## src/design/ucf_defs.vh

```
// Constants for the serial clock and frame core
// Operation
// - Baud counter reloads divisor on zero and on a low divisor byte write.
// - Baud generator pulses once per zero, rate is clock over divisor plus one.
// - Transmitter divides baud pulses by 2, 8 or 16 to form its bit clock.
// - Receiver steps 8 or 16 states per bit from raw baud pulses; sync mode samples one clock edge per bit.
// - Bit rate is clock over 16, 8 or 2 times divisor plus one.
// - Baud divisor is 12 bits from high and low bytes, 0 to 4095.
// - Double speed acts only in asynchronous mode.
// - Double speed gives 8 receive states per bit instead of 16.
// - Sync mode select 0 is asynchronous, 1 is synchronous.
// - In sync mode clock pin direction picks master output or slave input.
// - Transfer clock pin is used only in synchronous mode.
// - Baud generator clocks asynchronous and synchronous master modes.
// - Slave clock passes a synchronizer then an edge detector.
// - Sync receive samples on the edge opposite the transmit change edge.
// - Polarity set: change on falling, sample on rising; cleared swaps edges.
// - Frame: start, 5 to 9 data, none/even/odd parity, 1 or 2 stops.
// - Start bit goes first, then data bits least significant first.
// - Parity bit follows last data bit, ahead of the stop bits.
// - After stops the next frame may follow at once or line idles high.
// - Start bit is always low.
// - Transmitter has one write buffer ahead of its shifter for back to back frames.
// - Receiver has two-level buffer, parity check, flags frame, overrun, parity errors.
// - Three requests: transmit complete, data register empty, receive complete.
// - Stop bits are high and the idle line rests high.
// - Parity is xor of data bits, inverted for odd parity.
// - Receiver checks only the first stop bit for frame error.
`ifndef UCF_DEFS_VH
`define UCF_DEFS_VH
`define UCF_DIV_W 12
`define UCF_DIV_RESET 12'h000
`define UCF_OVS_NORMAL 5'h10
`define UCF_OVS_DOUBLE 5'h08
`define UCF_FRAME_W 13
`define UCF_SIZE_9 3'h7
`define UCF_PAR_NONE 2'h0
`define UCF_PAR_EVEN 2'h2
`define UCF_PAR_ODD 2'h3
`define UCF_ENT_FE 9
`define UCF_ENT_PE 10
`define UCF_ENT_DOR 11
`define UCF_ENT_W 12
`endif

```

## src/design/ucf_baud_gen.v

```verilog
// Programmable down-counter baud rate generator
`timescale 1ns/1ps
module ucf_baud_gen #(
  parameter DIV_W = 12
) (
  input wire ref_clk,
  input wire rst,
  input wire [DIV_W-1:0] divisor,
  input wire reload,
  output wire tick
);
  reg [DIV_W-1:0] cnt_q;
  reg [DIV_W-1:0] cnt_d;

  always @* begin
    if (reload || (cnt_q == {DIV_W{1'b0}})) begin
      cnt_d = divisor;
    end else begin
      cnt_d = cnt_q - {{(DIV_W-1){1'b0}}, 1'b1};
    end
  end

  always @(posedge ref_clk) begin
    if (rst) begin
      cnt_q <= {DIV_W{1'b0}};
    end else begin
      cnt_q <= cnt_d;
    end
  end

  // One pulse per pass through zero, so the rate is clock over divisor plus one
  assign tick = (cnt_q == {DIV_W{1'b0}}) && !reload;
endmodule // ucf_baud_gen

```

## src/design/ucf_core.v

```verilog
// Serial transceiver core: clock modes, frame format, buffers and errors
`timescale 1ns/1ps
`include "ucf_defs.vh"
module ucf_core #(
  parameter DIV_W = `UCF_DIV_W
) (
  input wire ref_clk,
  input wire rst,
  input wire serial0_power_reduction,
  input wire [7:0] baud_divisor_low_byte,
  input wire baud_divisor_low_write,
  input wire [DIV_W-9:0] baud_divisor_high_byte,
  input wire baud_divisor_high_write,
  input wire sync_mode_select,
  input wire double_speed_select,
  input wire transfer_clock_pin_direction,
  input wire sync_clock_polarity,
  input wire [2:0] char_size_select,
  input wire [1:0] parity_mode_select,
  input wire two_stop_select,
  input wire tx_enable,
  input wire rx_enable,
  input wire [8:0] tx_data,
  input wire tx_data_write,
  input wire tx_complete_clear,
  input wire rx_data_read,
  output wire [8:0] serial_data_buffer,
  output wire rx_frame_error,
  output wire rx_parity_error,
  output wire rx_overrun_error,
  output wire irq_tx_complete,
  output wire irq_data_empty,
  output wire irq_rx_complete,
  input wire receive_data_pin,
  output wire transmit_data_pin,
  input wire transfer_clock_pin_in,
  output wire transfer_clock_pin_out,
  output wire transfer_clock_pin_oe
);

  // Number of data bits from the character size code
  function [3:0] data_bits;
    input [2:0] cs;
    begin
      if (cs == `UCF_SIZE_9) begin
        data_bits = 4'h9;
      end else if (cs > 3'h3) begin
        data_bits = 4'h8;
      end else begin
        data_bits = {2'h0, cs[1:0]} + 4'h5;
      end
    end
  endfunction

  // Parity over the low n data bits
  function par_of;
    input [8:0] d;
    input [3:0] n;
    input odd;
    integer i;
    begin
      par_of = odd;
      for (i = 0; i < 9; i = i + 1) begin
        if (i < n) begin
          par_of = par_of ^ d[i];
        end
      end
    end
  endfunction

  // Whole frame, bit 0 first on the line; unused upper bits stay high
  function [`UCF_FRAME_W-1:0] frame_of;
    input [8:0] d;
    input [3:0] n;
    input pen;
    input odd;
    integer i;
    begin
      frame_of = {`UCF_FRAME_W{1'b1}};
      frame_of[0] = 1'b0;
      for (i = 0; i < 9; i = i + 1) begin
        if (i < n) begin
          frame_of[i+1] = d[i];
        end
      end
      if (pen) begin
        frame_of[n+1] = par_of(d, n, odd);
      end
    end
  endfunction

  // Held in reset while the power reduction bit is set
  wire blk_rst = rst | serial0_power_reduction;

  // Baud divisor and its generator
  reg [7:0] div_lo_q;
  reg [DIV_W-9:0] div_hi_q;
  reg lo_wr_q;
  wire baud_tick;
  wire [DIV_W-1:0] div_rst = `UCF_DIV_RESET;

  always @(posedge ref_clk) begin
    if (rst) begin
      div_lo_q <= div_rst[7:0];
      div_hi_q <= div_rst[DIV_W-1:8];
      lo_wr_q <= 1'b0;
    end else begin
      lo_wr_q <= baud_divisor_low_write;
      if (baud_divisor_low_write) begin
        div_lo_q <= baud_divisor_low_byte;
      end
      // No reload here: the counter picks it up when it next wraps
      if (baud_divisor_high_write) begin
        div_hi_q <= baud_divisor_high_byte;
      end
    end
  end

  // Reload one cycle after the write so the new low byte is already stored
  ucf_baud_gen #(
    .DIV_W(DIV_W)
  ) u_baud (
    .ref_clk(ref_clk),
    .rst(blk_rst),
    .divisor({div_hi_q, div_lo_q}),
    .reload(lo_wr_q),
    .tick(baud_tick)
  );

  // Mode decode
  wire sync_mode = sync_mode_select;
  wire sync_master = sync_mode & transfer_clock_pin_direction;
  wire dbl_speed = double_speed_select & ~sync_mode;
  wire [4:0] ovs = dbl_speed ? `UCF_OVS_DOUBLE : `UCF_OVS_NORMAL;
  wire [4:0] ovs_last = ovs - 5'h01;
  wire [4:0] ovs_half = {1'b0, ovs[4:1]};
  wire [3:0] n_bits = data_bits(char_size_select);
  wire par_en = parity_mode_select[1];
  wire par_odd = parity_mode_select[0];

  // Transfer clock: master toggles on baud ticks, slave is synchronized
  reg xck_q;
  reg xck_s1_q;
  reg xck_s2_q;
  reg xck_prev_q;
  wire xck_lvl = sync_master ? xck_q : xck_s2_q;

  always @(posedge ref_clk) begin
    if (blk_rst) begin
      xck_q <= 1'b0;
      xck_s1_q <= 1'b0;
      xck_s2_q <= 1'b0;
      xck_prev_q <= 1'b0;
    end else begin
      xck_s1_q <= transfer_clock_pin_in;
      xck_s2_q <= xck_s1_q;
      xck_prev_q <= xck_lvl;
      // Two ticks per transfer clock period gives the divide by 2
      if (sync_master && baud_tick) begin
        xck_q <= ~xck_q;
      end else if (!sync_master) begin
        xck_q <= 1'b0;
      end
    end
  end

  wire xck_rise = xck_lvl & ~xck_prev_q;
  wire xck_fall = ~xck_lvl & xck_prev_q;
  // Pin edges only count in synchronous mode
  wire chg_edge = sync_mode & (sync_clock_polarity ? xck_fall : xck_rise);
  wire smp_edge = sync_mode & (sync_clock_polarity ? xck_rise : xck_fall);

  assign transfer_clock_pin_out = xck_q;
  assign transfer_clock_pin_oe = sync_master;

  // Transmit bit clock
  reg [4:0] txdiv_q;

  always @(posedge ref_clk) begin
    if (blk_rst) begin
      txdiv_q <= 5'h00;
    end else if (baud_tick) begin
      if (txdiv_q >= ovs_last) begin
        txdiv_q <= 5'h00;
      end else begin
        txdiv_q <= txdiv_q + 5'h01;
      end
    end
  end

  wire tx_evt = sync_mode ? chg_edge : (baud_tick && (txdiv_q == ovs_last));

  // Transmitter: one write buffer in front of the shifter
  reg [8:0] tx_buf_q;
  reg tx_buf_full_q;
  reg [`UCF_FRAME_W-1:0] tx_sr_q;
  reg [3:0] tx_left_q;
  reg tx_busy_q;
  reg tx_line_q;
  reg tx_done_q;
  wire [`UCF_FRAME_W-1:0] tx_frame = frame_of(tx_buf_q, n_bits, par_en, par_odd);
  wire [3:0] tx_len = 4'h1 + n_bits + {3'h0, par_en} + {3'h0, two_stop_select} + 4'h1;
  wire tx_load = tx_evt && (tx_left_q == 4'h0) && tx_buf_full_q && tx_enable;
  wire tx_finish = tx_evt && (tx_left_q == 4'h0) && !tx_load && tx_busy_q;
  // Writes while the buffer is full are dropped; software polls the empty flag
  wire tx_accept = tx_data_write && tx_enable && !tx_buf_full_q;

  always @(posedge ref_clk) begin
    if (blk_rst) begin
      tx_buf_q <= 9'h000;
      tx_buf_full_q <= 1'b0;
    end else begin
      if (tx_accept) begin
        tx_buf_q <= tx_data;
        tx_buf_full_q <= 1'b1;
      end else if (tx_load) begin
        tx_buf_full_q <= 1'b0;
      end
    end
  end

  always @(posedge ref_clk) begin
    if (blk_rst) begin
      tx_sr_q <= {`UCF_FRAME_W{1'b1}};
      tx_left_q <= 4'h0;
      tx_busy_q <= 1'b0;
      tx_line_q <= 1'b1;
    end else if (tx_evt) begin
      if (tx_left_q != 4'h0) begin
        tx_line_q <= tx_sr_q[0];
        tx_sr_q <= {1'b1, tx_sr_q[`UCF_FRAME_W-1:1]};
        tx_left_q <= tx_left_q - 4'h1;
      end else if (tx_load) begin
        // Next frame starts straight after the last stop bit
        tx_line_q <= tx_frame[0];
        tx_sr_q <= {1'b1, tx_frame[`UCF_FRAME_W-1:1]};
        tx_left_q <= tx_len - 4'h1;
        tx_busy_q <= 1'b1;
      end else begin
        tx_line_q <= 1'b1;
        tx_busy_q <= 1'b0;
      end
    end
  end

  // Completion flag: a new completion beats a clear in the same cycle
  always @(posedge ref_clk) begin
    if (blk_rst) begin
      tx_done_q <= 1'b0;
    end else if (tx_finish) begin
      tx_done_q <= 1'b1;
    end else if (tx_complete_clear) begin
      tx_done_q <= 1'b0;
    end
  end

  assign transmit_data_pin = tx_line_q;

  // Receiver: pin synchronizer
  reg rxd_s1_q;
  reg rxd_s2_q;

  always @(posedge ref_clk) begin
    if (blk_rst) begin
      rxd_s1_q <= 1'b1;
      rxd_s2_q <= 1'b1;
    end else begin
      rxd_s1_q <= receive_data_pin;
      rxd_s2_q <= rxd_s1_q;
    end
  end

  // Receiver frame state
  reg rx_act_q;
  reg [4:0] rx_ph_q;
  reg [3:0] rx_idx_q;
  reg [8:0] rx_sh_q;
  reg rx_par_q;
  wire [3:0] rx_par_idx = n_bits + 4'h1;
  wire [3:0] rx_stop_idx = rx_par_idx + {3'h0, par_en};
  // Async: ovs states per bit; sync: one sample edge per bit
  wire rx_smp = rx_act_q &&
    (sync_mode ? smp_edge : (baud_tick && (rx_ph_q == ovs_half)));
  wire rx_start_async = !sync_mode && baud_tick && !rxd_s2_q;
  wire rx_start_sync = sync_mode && smp_edge && !rxd_s2_q;
  wire rx_done = rx_smp && (rx_idx_q == rx_stop_idx);
  wire [8:0] rx_word = rx_sh_q >> (4'h9 - n_bits);

  always @(posedge ref_clk) begin
    if (blk_rst || !rx_enable) begin
      rx_act_q <= 1'b0;
      rx_ph_q <= 5'h00;
      rx_idx_q <= 4'h0;
      rx_sh_q <= 9'h000;
      rx_par_q <= 1'b0;
    end else if (!rx_act_q) begin
      if (rx_start_async) begin
        rx_act_q <= 1'b1;
        rx_ph_q <= 5'h00;
        rx_idx_q <= 4'h0;
      end else if (rx_start_sync) begin
        rx_act_q <= 1'b1;
        rx_idx_q <= 4'h1;
      end
    end else begin
      if (baud_tick) begin
        rx_ph_q <= (rx_ph_q >= ovs_last) ? 5'h00 : rx_ph_q + 5'h01;
      end
      if (rx_smp) begin
        rx_idx_q <= rx_idx_q + 4'h1;
        if (rx_idx_q == 4'h0) begin
          // A start bit that has gone high by mid-bit was noise
          if (rxd_s2_q) begin
            rx_act_q <= 1'b0;
          end
        end else if (rx_idx_q <= n_bits) begin
          rx_sh_q <= {rxd_s2_q, rx_sh_q[8:1]};
        end else if (par_en && (rx_idx_q == rx_par_idx)) begin
          rx_par_q <= rxd_s2_q;
        end
        // Done after the first stop; a second stop bit is never looked at
        if (rx_done) begin
          rx_act_q <= 1'b0;
        end
      end
    end
  end

  // Entry for the receive buffer
  wire rx_fe = ~rxd_s2_q;
  wire rx_pe = par_en && (rx_par_q != par_of(rx_word, n_bits, par_odd));
  wire [`UCF_ENT_W-1:0] rx_entry = {1'b0, rx_pe, rx_fe, rx_word};

  // Two-level receive buffer: head is what software sees
  reg [`UCF_ENT_W-1:0] rb_head_q;
  reg [`UCF_ENT_W-1:0] rb_head_d;
  reg [`UCF_ENT_W-1:0] rb_tail_q;
  reg [`UCF_ENT_W-1:0] rb_tail_d;
  reg rb_hv_q;
  reg rb_hv_d;
  reg rb_tv_q;
  reg rb_tv_d;

  always @* begin
    rb_head_d = rb_head_q;
    rb_tail_d = rb_tail_q;
    rb_hv_d = rb_hv_q;
    rb_tv_d = rb_tv_q;
    if (rx_data_read && rb_hv_q) begin
      rb_head_d = rb_tail_q;
      rb_hv_d = rb_tv_q;
      rb_tv_d = 1'b0;
    end
    if (rx_done) begin
      if (!rb_hv_d) begin
        rb_head_d = rx_entry;
        rb_hv_d = 1'b1;
      end else if (!rb_tv_d) begin
        rb_tail_d = rx_entry;
        rb_tv_d = 1'b1;
      end else begin
        // Both levels full: new frame lost, flagged on the newest unread one
        rb_tail_d[`UCF_ENT_DOR] = 1'b1;
      end
    end
  end

  always @(posedge ref_clk) begin
    if (blk_rst) begin
      rb_head_q <= {`UCF_ENT_W{1'b0}};
      rb_tail_q <= {`UCF_ENT_W{1'b0}};
      rb_hv_q <= 1'b0;
      rb_tv_q <= 1'b0;
    end else begin
      rb_head_q <= rb_head_d;
      rb_tail_q <= rb_tail_d;
      rb_hv_q <= rb_hv_d;
      rb_tv_q <= rb_tv_d;
    end
  end

  assign serial_data_buffer = rb_head_q[8:0];
  assign rx_frame_error = rb_head_q[`UCF_ENT_FE];
  assign rx_parity_error = rb_head_q[`UCF_ENT_PE];
  assign rx_overrun_error = rb_head_q[`UCF_ENT_DOR];

  // Request lines to the interrupt controller
  assign irq_tx_complete = tx_done_q;
  assign irq_data_empty = tx_enable & ~tx_buf_full_q;
  assign irq_rx_complete = rb_hv_q;
endmodule // ucf_core

```

## config.mk

```make
export PLATFORM = sky130hd
export DESIGN_NAME = ucf_core
export DESIGN_NICKNAME = d
export VERILOG_FILES = /design/src/design/ucf_baud_gen.v /design/src/design/ucf_core.v
export VERILOG_INCLUDE_DIRS = /design/src /design/src/design
export SDC_FILE = /design/constraint.sdc
export NUM_CORES = 1
export LEC_CHECK = 0
export BUFFER_PORTS_ARGS = -buffer_cell sky130_fd_sc_hd__buf_4
export CAP_MARGIN = 20
export CORE_ASPECT_RATIO = 0.6
export CORE_MARGIN = 2
export CORE_UTILIZATION = 60
export CTS_CLUSTER_SIZE = 28
export DETAILED_ROUTE_END_ITERATION = 10
export PLACE_DENSITY = 0.9
export SETUP_SLACK_MARGIN = 0.15
export SLEW_MARGIN = 20
export SYNTH_ARGS = -nofsm -noshare
export SYNTH_HDL_FRONTEND = slang
export SYNTH_SLANG_ARGS = --single-unit
```

## constraint.sdc

```tcl
create_clock -name ref_clk -period 4.8 [get_ports ref_clk]
set_input_delay 0.48 -clock ref_clk [delete_from_list [all_inputs] [get_ports ref_clk]]
set_output_delay 0.48 -clock ref_clk [all_outputs]
set_load 0.02 [all_outputs]
```

* After elaboration in Yosys (flattened, before gate mapping)
Index checks and enable logic that the tools add are counted.
W data, S select, Z words.
** Operators by class
- Mux-type cells :: 87
- Shift operators :: 1
- Magnitude comparators :: 15
- Div/mod/pow operators :: 0
- Multiply operators :: 0
- Add/subtract/negate cells :: 14
- Eq/ne operators :: 9
- Bitwise gates (word level) :: 36
- Reduce and logical (&&, ||, !) cells :: 46
** Operators by type and width (number)
- $mux W1 :: 64
- $mux W12 :: 4
- $mux W13 :: 3
- $mux W4 :: 8
- $mux W5 :: 6
- $logic_and A1 B1 Y1 :: 21
- $xor A1 B1 Y1 :: 18
- $lt A3 B4 Y1 const A :: 4
- $bwmux W13 :: 1
- $add A4 B1 Y4 const B :: 3
- $logic_not A12 Y1 :: 1
- $sub A12 B1 Y12 const B :: 1
- $add A5 B1 Y5 const B :: 2
- $ge A5 B5 Y1 :: 2
- $not A1 Y1 :: 10
- $reduce_and A2 Y1 :: 5
- $shr A9 B4 Y9 :: 1
- $add A4 B1 Y4 :: 2
- $eq A4 B4 Y1 :: 2
- $logic_not A4 Y1 :: 2
- $lt A1 B4 Y1 const A :: 2
- $lt A2 B4 Y1 const A :: 2
- $reduce_bool A2 Y1 :: 4
- $sub A4 B1 Y4 const B :: 2
- 25 further kinds :: 38
** Word-level totals
- Input port bits :: 43
- Output and inout port bits :: 18
- Memory bits (read-only) :: 0
- Latch bits :: 0
- Memories kept :: 0
- Flip-flop bits (word level) :: 112
- Bits in writable memories :: 0
- Logic and storage cells :: 236

* Logic depth before layout (Yosys ltp)
Gate-level depths: netlist of the first run.
- Depth in word-level cells :: 34
- Gate-level depth with buffers :: 15
- Depth with buffers taken out :: 13

* Hierarchy
From an unflattened synthesis of the first run, not the netlist that was laid out.
** Unflattened totals
- Cell total of the unflattened synthesis :: 741
- Area total of the unflattened synthesis :: 6214.7 sq um
** Modules (own cells, without submodules)
- ucf_core :: instances 1, seq. area each 1981.9 sq um, area an instance 5476.5 sq um, cells each 662
- ucf_baud_gen :: instances 1, seq. area each 240.2 sq um, area an instance 738.2 sq um, cells each 79

* Least setup slack after synthesis of the first run
Ideal clock, no wire load.
- Kind :: input port to flip-flop
- Start :: in char_size_select[0]
- End :: reg rb_tail_q[2]
- Buffers on the path :: 2
- Library setup time :: 0.128 ns
- Arrival time :: 3.649 ns
- Stages :: 13
- Required time :: 4.672 ns
- Path slack :: 1.023 ns
- Path through :: ha_1 -> nand2b_1 -> nor2_1 -> ha_1 -> clkbuf_1 -> xnor3_1 -> xor2_1 -> nand3_1 -> nor4b_4 -> nand4_2 -> buf_6 -> mux2i_1 -> nor2_1
** Between the ends
- Longest elaborated chain between the ends :: 8
- Elaborated cells between the ends (all ways) :: 12
- Classes of those cells :: add/sub (4); order compare (1); eq/ne (2); shift (1); mux (2); reduce/logical (2)
** Ends and longest elaborated chain
- start, declared :: line ucf_core.v:18 : input wire [2:0] char_size_select,
- $add A2 B3 Y4 / $gt A3 B2 Y1 (equally long branches) :: line ucf_core.v:50, ucf_core.v:47
- $mux W4 :: line ucf_core.v:47 : end else if (cs > 3'h3) begin
- $mux W4 (*) :: line ucf_core.v:45 : if (cs == `UCF_SIZE_9) begin
- $add A4 B1 Y4 :: line ucf_core.v:279 : wire [3:0] rx_par_idx = n_bits + 4'h1;
- $add A4 B1 Y4 :: line ucf_core.v:280 : wire [3:0] rx_stop_idx = rx_par_idx + {3'h0, par_en};
- $eq A4 B4 Y1 :: line ucf_core.v:286 : wire rx_done = rx_smp && (rx_idx_q == rx_stop_idx);
- $logic_and A1 B1 Y1 :: line ucf_core.v:286
- $reduce_and A3 Y1 (no line)
- end signal, assigned :: line ucf_core.v:371 : rb_tail_q <= {`UCF_ENT_W{1'b0}};
- end signal, assigned :: line ucf_core.v:376 : rb_tail_q <= rb_tail_d;
- end, declared :: line ucf_core.v:337 : reg [`UCF_ENT_W-1:0] rb_tail_q;
Every way passes the cells marked *; elsewhere a longest branch is shown, timed or not.
A chain may end at the register's enable or synchronous reset.

* Final worst setup path of the first run
- Start :: in char_size_select[0]
- End :: reg rb_tail_q[0]
The elaborated chain is that of the path after synthesis.

==> impl_results.md, run 1 <==
* Vias per cell at 6.388
* Ports at 61
* Port-buffer cells at 60
* Clock tree sinks at 111
* Mean Syn Cell Area at 8.237 um^2
* Chip height at 82.92 um
* Nets@finish at 858
* Critical Path Start: char_size_select[0]
* Post-synth EDFFs at 0
* Vias in the first global route at 5407
* Slew Viols, Final at 0
* Filler cells at 722
* CORE AREA at 9985 um^2
* DR iter-0 viols at 861
* DR pass1 iterations at 6
* Worst path buffer plus inverter count at 1
* # resized after CTS at 0
* Crit share post-route at 0.8867
* Yosys reg bits at 111
* RSZ-0062 raised after global routing: no
* Row cnt at 28
* First-pass GRT wire length at 26830 um
* Maximum vdd drop at 0.0002087 V
* Post-synthesis cell count at 756
* Min-delay src: receive_data_pin
* TritonCTS buffer count at 9
* Critical-path cell list: buf_4 > ha_1 > nand2b_1 > nor2_1 > ha_1 > xnor3_1 > xor2_1 > nand3_1 > nor4b_4 > nand4_2 > mux2i_1 > nor2_1
* Reg2reg start: u_baud.cnt_q[7]$_SDFF_PP0_
* CP max-delay cell: nand4_2
* Setup crit start kind: primary input
* Starting Density at 0.6237
* Placed inst area at 6715 um^2
* Unique cell type count in the Yosys netlist at 68
* Final Power at 2.246 mW
* Slew headroom at 0.3740
* Layout Skew at 0.01014 ns
* Req. time, crit path at 5.03 ns
* Antenna viol nets, final at 0
* Final setup vio count at 0
* Initial antenna violation count at 0
* Clock slew at reported path FFs at 0.08 ns
* CTS Hold Bufs at 0
* PwrDens at 320.5 nW/um^2
* Vias at 5934
* DRC at 0
* Hold Violations, Final at 0
* Die Area at 11240 um^2
* Design Area, Final at 7008 um^2
* Clk_lat worst skew at 0.36 ns
* Most common flop cell mapped by yosys: dfxtp_1
* CTS Buffer Depth at 2
* Post-synth top area cell: dfxtp_1
* LEAKAGE at 2.779 nW
* Area delta synth->final at 12.54%
* DP Wirelength at 11870 um
* Syn Nets at 825
* Ant. Diodes at 0
* Total Wirelength at 16350 um
* Pin count of the biggest net entering global routing at 38
* FMAX at 0.2350 GHz
* Synth warnings at 0
* Crit. End Element: flop
* Ranking of synthesized cells by area: dfxtp_1 (36%), nor2_1 (6.3%), mux2i_1 (5.6%), ha_1 (5.2%), nand2_1 (4.6%)
* Post-DR wirelength/cell at 17.60 um
* Multi-input logic area at 3750 um^2
* All-Layer GR Usage at 0.2949
* TritonCTS clock tree: built
* Final GP Congestion at 1.032
* Max cap viols at 0
* Hold WC Path Type: in2reg
* Synth top area share at 0.3568
* Max incr delay on CP at 0.56 ns
* Arr. time, crit path at 4.49 ns
* FFs w/ async S/R, synth at 0
* Grt ovf at 0
* Setup_tns at 0 ns
* Cell family with most CP delay: simple AND/OR/NAND/NOR gates
* Worst-Margin Slew at 0.9260 ns
* Post-CTS Setup Repair Bufs at 0
* Die W at 135.5 um
* Cell Area, Synth at 6227 um^2
* Seq. cell area at 2222 um^2
* Share of cells above drive strength 1 at 0.1259
* CP max FO at 12
* Max H-tree Level at 3
* Clk root buf: clkbuf_16
* Outcome: finished, final reports clean
* Min Tclk post-route at 4.256 ns
* Crit path kind: in2reg
* Register area share after synthesis at 0.3568
[per-stage QoR]
| stage | util | setup slack, ns | hold WS [ns] | std cells |
|---|---|---|---|---|
| 2_1_floorplan | - | 1.023 | 0.3844 | 756 |
| 3_3_place_gp | 0.6726 | 0.6810 | 0.4071 | 913 |
| 3_5_place_dp | 0.6726 | 0.2997 | 0.4120 | 913 |
| 4_1_cts | 0.7019 | 0.6697 | 0.3008 | 929 |
| 5_1_grt | 0.7019 | 0.3685 | 0.3176 | 929 |
| 6_report | 0.7019 | 0.5439 | 0.3029 | 929 |
[cells by family after synthesis]
family                     synth area share
xor gates and xnor gates            0.07012
buffers and inverters               0.04099
and+or+nand+nor                      0.2427
DFF                                  0.3568
muxes                               0.06711
adders and majority gates           0.05224
AOI/OAI and AO/OA                    0.1700
[where the power goes]
group / switching [mW] / internal (mW)
clock network: 0.378 / 0.368
logic: 0.306 / 0.210
registers: 0.0321 / 0.953
total: 0.716 / 1.53
[worst register-to-register path, cell delays in order, from the launching register on]
cell      delay (ns)
dfxtp_1         0.35
or4_4           0.58
nor3_4          0.24
nand3b_2        0.22
o31a_1          0.42
nor4b_4         0.57
nand4_2         0.56
mux2i_1         0.36
nor2_1          0.09
[state kept, by name (all words and copies together), names as in the netlist, 4 cells and up]
register,cells
div_hi_q,4
div_lo_q,8
rb_head_q,12
rb_tail_q,12
rx_idx_q,4
rx_ph_q,5
rx_sh_q,9
tx_buf_q,9
tx_left_q,4
tx_sr_q,12
txdiv_q,5
u_baud.cnt_q,12
[final timing paths]
path,slack (ns),cells after the start,to
setup / recovery,0.54,12,rb_tail_q[0]$_SDFFE_PP0P_
hold / removal,0.30,2,rxd_s1_q$_SDFF_PP1_
setup reg to reg,1.27,8,rb_tail_q[0]$_SDFFE_PP0P_
hold reg to reg,0.42,1,rxd_s2_q$_SDFF_PP1_
[area by class of cell]
class	count	share of cell area
multi-input combinational	580	0.5351
timing repair buffer	66	0.07070
sequential	111	0.3171
inverter	21	0.01125
clock buffer	10	0.03267
tap	135	0.02410
clock inverter	6	0.009106
[layer usage]
| layer | part of all wire | vias up | GRT usage |
|---|---|---|---|
| met2 | 0.45 | 353 | 0.4536 |
| met5 | 0 | - | 0 |
| met3 | 0.11 | 43 | 0.07875 |
| met4 | 0.021 | 0 | 0.07670 |
| met1 | 0.42 | 2784 | 0.4113 |
| li1 | - | 2754 | - |
[cell usage in the layout (no fill, tap or decap), types with 19 or more instances in the layout]
| cell | count |
|---|---|
| dfxtp_1 | 111 |
| inv_1 | 19 |
| o21ai_0 | 29 |
| ha_1 | 26 |
| nor2_1 | 105 |
| a21oi_1 | 44 |
| nand2_1 | 76 |
| xnor2_1 | 20 |
| nand3_1 | 41 |
| mux2i_1 | 35 |
| buf_4 | 66 |
| nor3_1 | 22 |
[cell usage after synthesis, types with 5 or more instances]
library cell,instances
xnor2_1,20
nor3_1,22
o211ai_1,6
o311ai_0,5
inv_1,19
o21ai_0,29
nand2_1,76
a211oi_1,14
xor2_1,15
nand2b_1,16
a311oi_1,14
nor2b_1,7
nor4_1,6
and2_1,8
nand3_1,41
clkbuf_1,38
nand4_1,5
ha_1,26
dfxtp_1,111
a31oi_1,11
mux2i_1,35
a21oi_1,44
or2_2,5
nor2_1,105
Note: power is estimated with default switching activity, not from simulation.
==> run 2, diff against run 1 <==
--- a/config.mk
+++ b/config.mk
@@ -14,7 +14,8 @@
 export CTS_CLUSTER_SIZE = 28
 export DETAILED_ROUTE_END_ITERATION = 10
 export PLACE_DENSITY = 0.9
-export SETUP_SLACK_MARGIN = 0.15
+export RECOVER_POWER = 25
+export REMOVE_ABC_BUFFERS = 1
 export SLEW_MARGIN = 20
 export SYNTH_ARGS = -nofsm -noshare
 export SYNTH_HDL_FRONTEND = slang
==> run 2 against run 1 <==
The flow now finishes with violations (max-capacitance violations, max-slew violations). Utilization decreased by 0.34 points. Design area down 0.48%. Clock skew shrank 0.0039 ns. Critical path depth shrank 7. Sequential power about the same. Via count shrank 2.1%.
==> impl_results.md, run 2 (synthesis gave the netlist of run 1 again) <==
* Outcome: finished, violations left (was finished, final reports clean)
* Failing checks: max-capacitance violations, max-slew violations
* DR pass1 iterations at 5 (was 6)
* Starting Density at 0.6237 (unchanged)
* DRC at 0 (unchanged)
* Worst setup margin at 0.8456 ns (was 0.5439 ns)
* Antenna viol nets, final at 0 (unchanged)
* Placement Setup Slack at 0.7665 ns (was 0.2997 ns)
* TritonCTS clock tree: built (unchanged)
* Reg2reg start: u_baud.cnt_q[7]$_SDFF_PP0_ (unchanged)
* Worst-Margin Slew at 2.904 ns (was 0.9260 ns)
* Post-CTS Setup Repair Bufs at 0 (unchanged)
* Min Tclk post-route at 3.954 ns (was 4.256 ns)
* Post-DR wirelength/cell at 17.55 um (was 17.60 um)
* Vias at 5811 (was 5934)
* Total Wirelength at 16360 um (was 16350 um)
* Area delta synth->final at 12.00% (was 12.54%)
* R2R depth at 7 (was 8)
* Layout Skew at 0.006235 ns (was 0.01014 ns)
* Nets@finish at 861 (was 858)
* Clock slew at reported path FFs at 0.07 ns (was 0.08 ns)
* DR iter-0 viols at 599 (was 861)
* Final Non-Filler Cells at 932 (was 929)
* Filler cells at 805 (was 722)
* Vias per cell at 6.235 (was 6.388)
* Crit share post-route at 0.8238 (was 0.8867)
* Crit. End Element: flop (unchanged)
* Ports at 61 (unchanged)
* Max incr delay on CP at 2.03 ns (was 0.56 ns)
* All-Layer GR Usage at 0.2985 (was 0.2949)
* Max cap viols at 1 (was 0)
* PwrDens at 326.1 nW/um^2 (was 320.5 nW/um^2)
* Hold WC Path Type: in2reg (unchanged)
* Hold Path Stages at 2 (unchanged)
* Clk_lat worst skew at 0.36 ns (about the same)
* Crit path kind: in2reg (unchanged)
* Pin count of the biggest net entering global routing at 66 (was 38)
* R2r setup slk at 1.69 ns (was 1.27 ns)
* First-pass GRT wire length at 27010 um (was 26830 um)
* Arr. time, crit path at 4.21 ns (was 4.49 ns)
* LEAKAGE at 2.725 nW (was 2.779 nW)
* Most common cell after layout, fill and taps aside: dfxtp_1 (unchanged)
* FMAX at 0.2529 GHz (was 0.2350 GHz)
* Vias in the first global route at 5442 (was 5407)
* WHS Endpoint: rxd_s1_q$_SDFF_PP1_ (unchanged)
* Initial antenna violation count at 0 (unchanged)
* Req. time, crit path at 5.06 ns (was 5.03 ns)
* Most frequent CP cell: clkbuf_1
* Die W at 135.5 um (unchanged)
* Port-buffer cells at 60 (unchanged)
* Placed insts at 916 (was 913)
* RSZ-0062 raised after global routing: no (unchanged)
* Final GP Congestion at 0.9864 (was 1.032)
* CP max FO at 65 (was 12)
* Final setup vio count at 0 (unchanged)
* Max H-tree Level at 3 (unchanged)
* Critical-path cell list: clkbuf_1 > or2_2 > clkbuf_1 > nor2_1 > a31oi_1 (was buf_4 > ha_1 > nand2b_1 > nor2_1 > ha_1 > xnor3_1 > xor2_1 > nand3_1 > nor4b_4 > nand4_2 > mux2i_1 > nor2_1)
* Most frequent cells in the layout: dfxtp_1 (111), nor2_1 (105), nand2_1 (76) (unchanged)
* Min-delay src: receive_data_pin (unchanged)
* Grt ovf at 0 (unchanged)
* Share of cells above drive strength 1 at 0.1054 (was 0.1259)
* Die Area at 11240 um^2 (unchanged)
* Multi-input logic area at 3750 um^2 (unchanged)
* Reg2Reg Capture Point: tx_sr_q[1]$_SDFFE_PP1P_ (was rb_tail_q[0]$_SDFFE_PP0P_)
* Chip height at 82.92 um (unchanged)
* Setup_tns at 0 ns (unchanged)
* Setup crit start kind: primary input (unchanged)
* CP max-delay cell: clkbuf_1 (was nand4_2)
* Slew headroom at -0.9363 (was 0.3740)
* CTS Buffer Depth at 2 (unchanged)
* Maximum vdd drop at 0.0002187 V (was 0.0002087 V)
* CORE AREA at 9985 um^2 (unchanged)
* TritonCTS buffer count at 9 (unchanged)
* DP Wirelength at 12250 um (was 11870 um)
* Finished Core Util at 0.6985 (was 0.7019)
* Hold Violations, Final at 0 (unchanged)
* Clock tree sinks at 111 (unchanged)
* Slew Viols, Final at 66 (was 0)
* Row cnt at 28 (unchanged)
* Final Power at 2.274 mW (was 2.246 mW)
* CTS Hold Bufs at 0 (unchanged)
* Clk root buf: clkbuf_16 (unchanged)
* # resized after CTS at 0 (unchanged)
* Seq. cell area at 2222 um^2 (unchanged)
* Ant. Diodes at 0 (unchanged)
-- run 2: changes by cell type in the layout (fill, tap and decap cells not counted) --
cell / delta
clkinv_2: +1
clkinv_4: -1
bufinv_16: +1
inv_8: -2
buf_4: -16
clkinv_8: -1
clkbuf_8: +2
clkbuf_1: +19
-- run 2: worst max path at each step --
stage,start,endpoint,depth (start not counted)
after CTS,char_size_select[0],rb_head_q[10]$_SDFF_PP0_,14
after floorplan,char_size_select[0],rb_tail_q[0]$_SDFFE_PP0P_,12
after detailed placement,char_size_select[0],rb_head_q[10]$_SDFF_PP0_,14
after global routing,rst,tx_sr_q[1]$_SDFFE_PP1P_,5
after global placement,char_size_select[0],rb_tail_q[10]$_SDFFE_PP0P_,14
final,rst,tx_sr_q[1]$_SDFFE_PP1P_,5
-- run 2: worst max-delay path: cells and delay by family --
family | cells | cell delay [ns]
buf+inv | 2 | 2.53
simple gates | 2 | 0.79
compound gates | 1 | 0.38
-- run 2: layout make-up --
class / count / share of cell area
clock buffers: 12 / 0.03678
clock inverters: 4 / 0.007356
inverters: 21 / 0.01130
multi-input cells: 580 / 0.5377
flip-flops and latches: 111 / 0.3186
well taps: 135 / 0.02422
repair buffers: 69 / 0.06405
-- run 2: report_power, final --
part	switching [mW]	internal [mW]
Combinational	0.302	0.208
Sequential	0.0320	0.954
Clock	0.343	0.435
Total	0.677	1.60
-- run 2: metrics by stage --
| stage | hold WS [ns] | instance area (um^2) |
|---|---|---|
| after floorplan | 0.3844 | 6051 |
| after global placement | 0.4149 | 6738 |
| after detailed placement | 0.4121 | 6738 |
| after CTS | 0.3063 | 7046 |
| after global routing | 0.3161 | 6974 |
| final | 0.3080 | 6974 |
-- run 2: per-layer routing --
| metal | vias to the layer above | share of wire | wire length [um] | GRT usage |
|---|---|---|---|---|
| met3 | 28 | 0.095 | 1550 | 0.07875 |
| met5 | - | 0 | 0 | 0 |
| met4 | 0 | 0.013 | 210 | 0.06723 |
| met1 | 2731 | 0.45 | 7433 | 0.4317 |
| met2 | 294 | 0.44 | 7167 | 0.4467 |
| li1 | 2758 | - | - | - |
==> run 3, diff against run 2 <==
--- a/config.mk
+++ b/config.mk
@@ -6,6 +6,7 @@
 export SDC_FILE = /design/constraint.sdc
 export NUM_CORES = 1
 export LEC_CHECK = 0
+export ABC_AREA = 1
 export BUFFER_PORTS_ARGS = -buffer_cell sky130_fd_sc_hd__buf_4
 export CAP_MARGIN = 20
 export CORE_ASPECT_RATIO = 0.6
==> constraint.sdc (replaced) <==
create_clock -name ref_clk -period 3.8 [get_ports ref_clk]
set_input_delay 0.38 -clock ref_clk [delete_from_list [all_inputs] [get_ports ref_clk]]
set_output_delay 0.38 -clock ref_clk [all_outputs]
set_load 0.02 [all_outputs]
==> run 3 against run 2 <==
The run still ends with max-capacitance violations, max-slew violations left. Via count grew 8.1%. Clock skew grew 0.0047 ns. Hold slack lost 0.092 ns. Flip-flop and latch count is the same. Critical path type unchanged. Critical endpoint is now rb_head_q[5]$_SDFF_PP0_. Largest cell class unchanged.
==> impl_results.md, run 3 <==
* Most frequent cells in the layout: nand2_1 (234), inv_1 (115), dfxtp_1 (111) (was dfxtp_1 (111), nor2_1 (105), nand2_1 (76))
* TritonCTS buffer count at 9 (unchanged)
* DR pass1 iterations at 7 (was 5)
* CORE AREA at 9950 um^2 (was 9985 um^2)
* Worst setup margin at 0.6673 ns (was 0.8456 ns)
* R2r setup slk at 1.02 ns (was 1.69 ns)
* DR iter-0 viols at 530 (was 599)
* Register area share after synthesis at 0.3588 (was 0.3568)
* Row cnt at 28 (unchanged)
* Placement Setup Slack at 0.4345 ns (was 0.7665 ns)
* Multi-input logic area at 3413 um^2 (was 3750 um^2)
* Antenna viol nets, final at 0 (unchanged)
* Setup crit start kind: primary input (unchanged)
* Most common flop cell mapped by yosys: dfxtp_1 (unchanged)
* Hold Path Stages at 2 (unchanged)
* Final Power at 2.916 mW (was 2.274 mW)
* Yosys reg bits at 111 (unchanged)
* CTS Hold Bufs at 0 (unchanged)
* CTS Buffer Depth at 2 (unchanged)
* Vias per cell at 5.576 (was 6.235)
* Ant. Diodes at 0 (unchanged)
* Clk_lat worst skew at 0.36 ns (about the same)
* R2R depth at 13 (was 7)
* Hold Violations, Final at 0 (unchanged)
* Die W at 135.2 um (was 135.5 um)
* Post-synth EDFFs at 0 (unchanged)
* Min-delay src: receive_data_pin (unchanged)
* Nets@finish at 1056 (was 861)
* Vias in the first global route at 5541 (was 5442)
* Most common cell after layout, fill and taps aside: nand2_1 (was dfxtp_1)
* Req. time, crit path at 4.08 ns (was 5.06 ns)
* Clock tree sinks at 111 (unchanged)
* All-Layer GR Usage at 0.2948 (was 0.2985)
* WHS at 0.2165 ns (was 0.3080 ns)
* Top-count cell post-synth: nand2_1 (was dfxtp_1)
* Vias at 6284 (was 5811)
* # resized after CTS at 0 (unchanged)
* Seq. cell area at 2222 um^2 (unchanged)
* Most frequent cells after synthesis: nand2_1 (234), inv_1 (115), dfxtp_1 (111) (was dfxtp_1 (111), nor2_1 (105), nand2_1 (76))
* Clock slew at reported path FFs at 0.08 ns (was 0.07 ns)
* Die Area at 11180 um^2 (was 11240 um^2)
* Final GP Congestion at 1.004 (was 0.9864)
* Ports at 61 (unchanged)
* Placed insts at 1111 (was 916)
* RSZ-0062 raised after global routing: no (unchanged)
* Failing checks: max-capacitance violations, max-slew violations (unchanged)
* Cell Area, Synth at 6193 um^2 (was 6227 um^2)
* Worst-Margin Slew at 1.867 ns (was 2.904 ns)
* Finished Core Util at 0.7060 (was 0.6985)
* Maximum vdd drop at 0.0003229 V (was 0.0002187 V)
* Post-CTS Setup Repair Bufs at 0 (unchanged)
* Crit. End Element: flop (unchanged)
* TritonCTS clock tree: built (unchanged)
* Clk root buf: clkbuf_16 (unchanged)
* Design Area, Final at 7024 um^2 (was 6974 um^2)
* Starting Density at 0.6225 (was 0.6237)
* CP max FO at 17 (was 65)
* Reg2reg start: u_baud.cnt_q[0]$_SDFF_PP0_ (was u_baud.cnt_q[7]$_SDFF_PP0_)
* Post-DR wirelength/cell at 14.20 um (was 17.55 um)
* Outcome: finished, violations left (unchanged)
* Ranking of synthesized cells by area: dfxtp_1 (36%), nand2_1 (14%), a21oi_1 (7.3%), inv_1 (7.0%), o21ai_0 (5.9%) (was dfxtp_1 (36%), nor2_1 (6.3%), mux2i_1 (5.6%), ha_1 (5.2%), nand2_1 (4.6%))
* Min Tclk post-route at 3.133 ns
* Synth warnings at 0 (unchanged)
* Grt ovf at 0 (unchanged)
* WHS Endpoint: rxd_s1_q$_SDFF_PP1_ (unchanged)
* FFs w/ async S/R, synth at 0 (unchanged)
* Final Non-Filler Cells at 1127 (was 932)
* DP Wirelength at 11830 um (was 12250 um)
* Chip height at 82.70 um (was 82.92 um)
* Setup_tns at 0 ns (unchanged)
* Area delta synth->final at 13.41% (was 12.00%)
* Slew Viols, Final at 45 (was 66)
* Arr. time, crit path at 3.41 ns (was 4.21 ns)
* Initial antenna violation count at 0 (unchanged)
* Crit path kind: in2reg (unchanged)
* PwrDens at 415.1 nW/um^2 (was 326.1 nW/um^2)
* Share of cells above drive strength 1 at 0.1008 (was 0.1054)
* Total Wirelength at 16010 um (was 16360 um)
* Slew headroom at -0.2450 (was -0.9363)
* Layout Skew at 0.01092 ns (was 0.006235 ns)
* Hold WC Path Type: in2reg (unchanged)
* LEAKAGE at 2.986 nW (was 2.725 nW)
* Port-buffer cells at 60 (unchanged)
* Synth top area share at 0.3588 (was 0.3568)
* DRC at 0 (unchanged)
* Final setup vio count at 0 (unchanged)
* Filler cells at 861 (was 805)
* Crit share post-route at 0.8244
* Pin count of the biggest net entering global routing at 45 (was 66)
* FMAX at 0.3192 GHz
* Mean Syn Cell Area at 6.660 um^2 (was 8.237 um^2)
* Placed inst area at 6785 um^2 (was 6738 um^2)
* Reg2Reg Capture Point: tx_sr_q[8]$_SDFFE_PP1P_ (was tx_sr_q[1]$_SDFFE_PP1P_)
* Unique cell type count in the Yosys netlist at 39 (was 68)
* First-pass GRT wire length at 26180 um (was 27010 um)
* Max H-tree Level at 3 (unchanged)
* Max cap viols at 1 (unchanged)
* Post-synthesis cell count at 930 (was 756)
* Post-synth top area cell: dfxtp_1 (unchanged)
-- run 3: cell count changes after synthesis, sizes merged, moves of 17 or more --
| cell | delta |
|---|---|
| mux2i | -35 |
| xnor2 | -17 |
| nor2 | -29 |
| inv | +100 |
| a21oi | +46 |
| nand3 | +26 |
| nand2 | +168 |
| o21ai | +58 |
| clkbuf | -20 |
-- run 3: cell type report --
type                    count  share of cell area
multi-input cells         673              0.4859
flip-flops and latches    111              0.3164
inverters                 124             0.06662
repair buffers             68             0.06252
clock buffers               9             0.03206
well taps                 135             0.02405
clock inverters             7             0.01247
-- run 3: worst max-delay path by stage --
stage	start	end	slack (ns)	cells past startpoint
6_report	char_size_select[0]	rb_head_q[5]$_SDFF_PP0_	0.67	15
3_3_place_gp	char_size_select[0]	rb_tail_q[0]$_SDFFE_PP0P_	0.53	13
3_5_place_dp	char_size_select[0]	rb_head_q[5]$_SDFF_PP0_	0.43	14
5_1_grt	char_size_select[0]	rb_head_q[5]$_SDFF_PP0_	0.53	15
4_1_cts	char_size_select[0]	rb_head_q[5]$_SDFF_PP0_	0.79	14
2_1_floorplan	char_size_select[0]	rb_head_q[0]$_SDFF_PP0_	0.63	13
-- run 3: logic make-up (layout without fill, tap and decap cells) --
group / Yosys count / after routing / synth area share
and+or+nand+nor: 419 / 419 / 0.2917
AOI/OAI and AO/OA: 212 / 212 / 0.1842
buffers and inverters: 146 / 208 / 0.09010
DFF: 111 / 111 / 0.3588
adders and majority gates: 26 / 26 / 0.05252
xor gates and xnor gates: 16 / 16 / 0.02263
-- run 3: metal layers --
| layer | wire length [um] | track usage | share of wire | up-vias |
|---|---|---|---|---|
| li1 | - | - | - | 3155 |
| met1 | 7831 | 0.4350 | 0.49 | 2841 |
| met2 | 6472 | 0.4289 | 0.40 | 273 |
| met3 | 1591 | 0.07814 | 0.099 | 15 |
| met4 | 113 | 0.06458 | 0.0071 | 0 |
| met5 | 0 | 0 | 0 | - |
-- run 3: worst max-delay path, stage by stage --
cell,delay [ns]
buf_4,0.11
ha_1,0.32
inv_1,0.07
nand2_1,0.08
nand2_1,0.19
ha_1,0.29
ha_1,0.33
or2_2,0.29
a21oi_1,0.18
nand3_2,0.13
nor3_4,0.28
nand2_2,0.27
inv_2,0.21
o21ai_1,0.08
a21oi_1,0.21
-- run 3: power breakdown --
part	total [mW]	internal, mW	switching (mW)	leakage (nW)
combinational	0.683	0.235	0.448	1.93
sequential	1.24	1.21	0.0371	0.900
clock	0.990	0.527	0.463	0.154
total	2.92	1.97	0.948	2.99
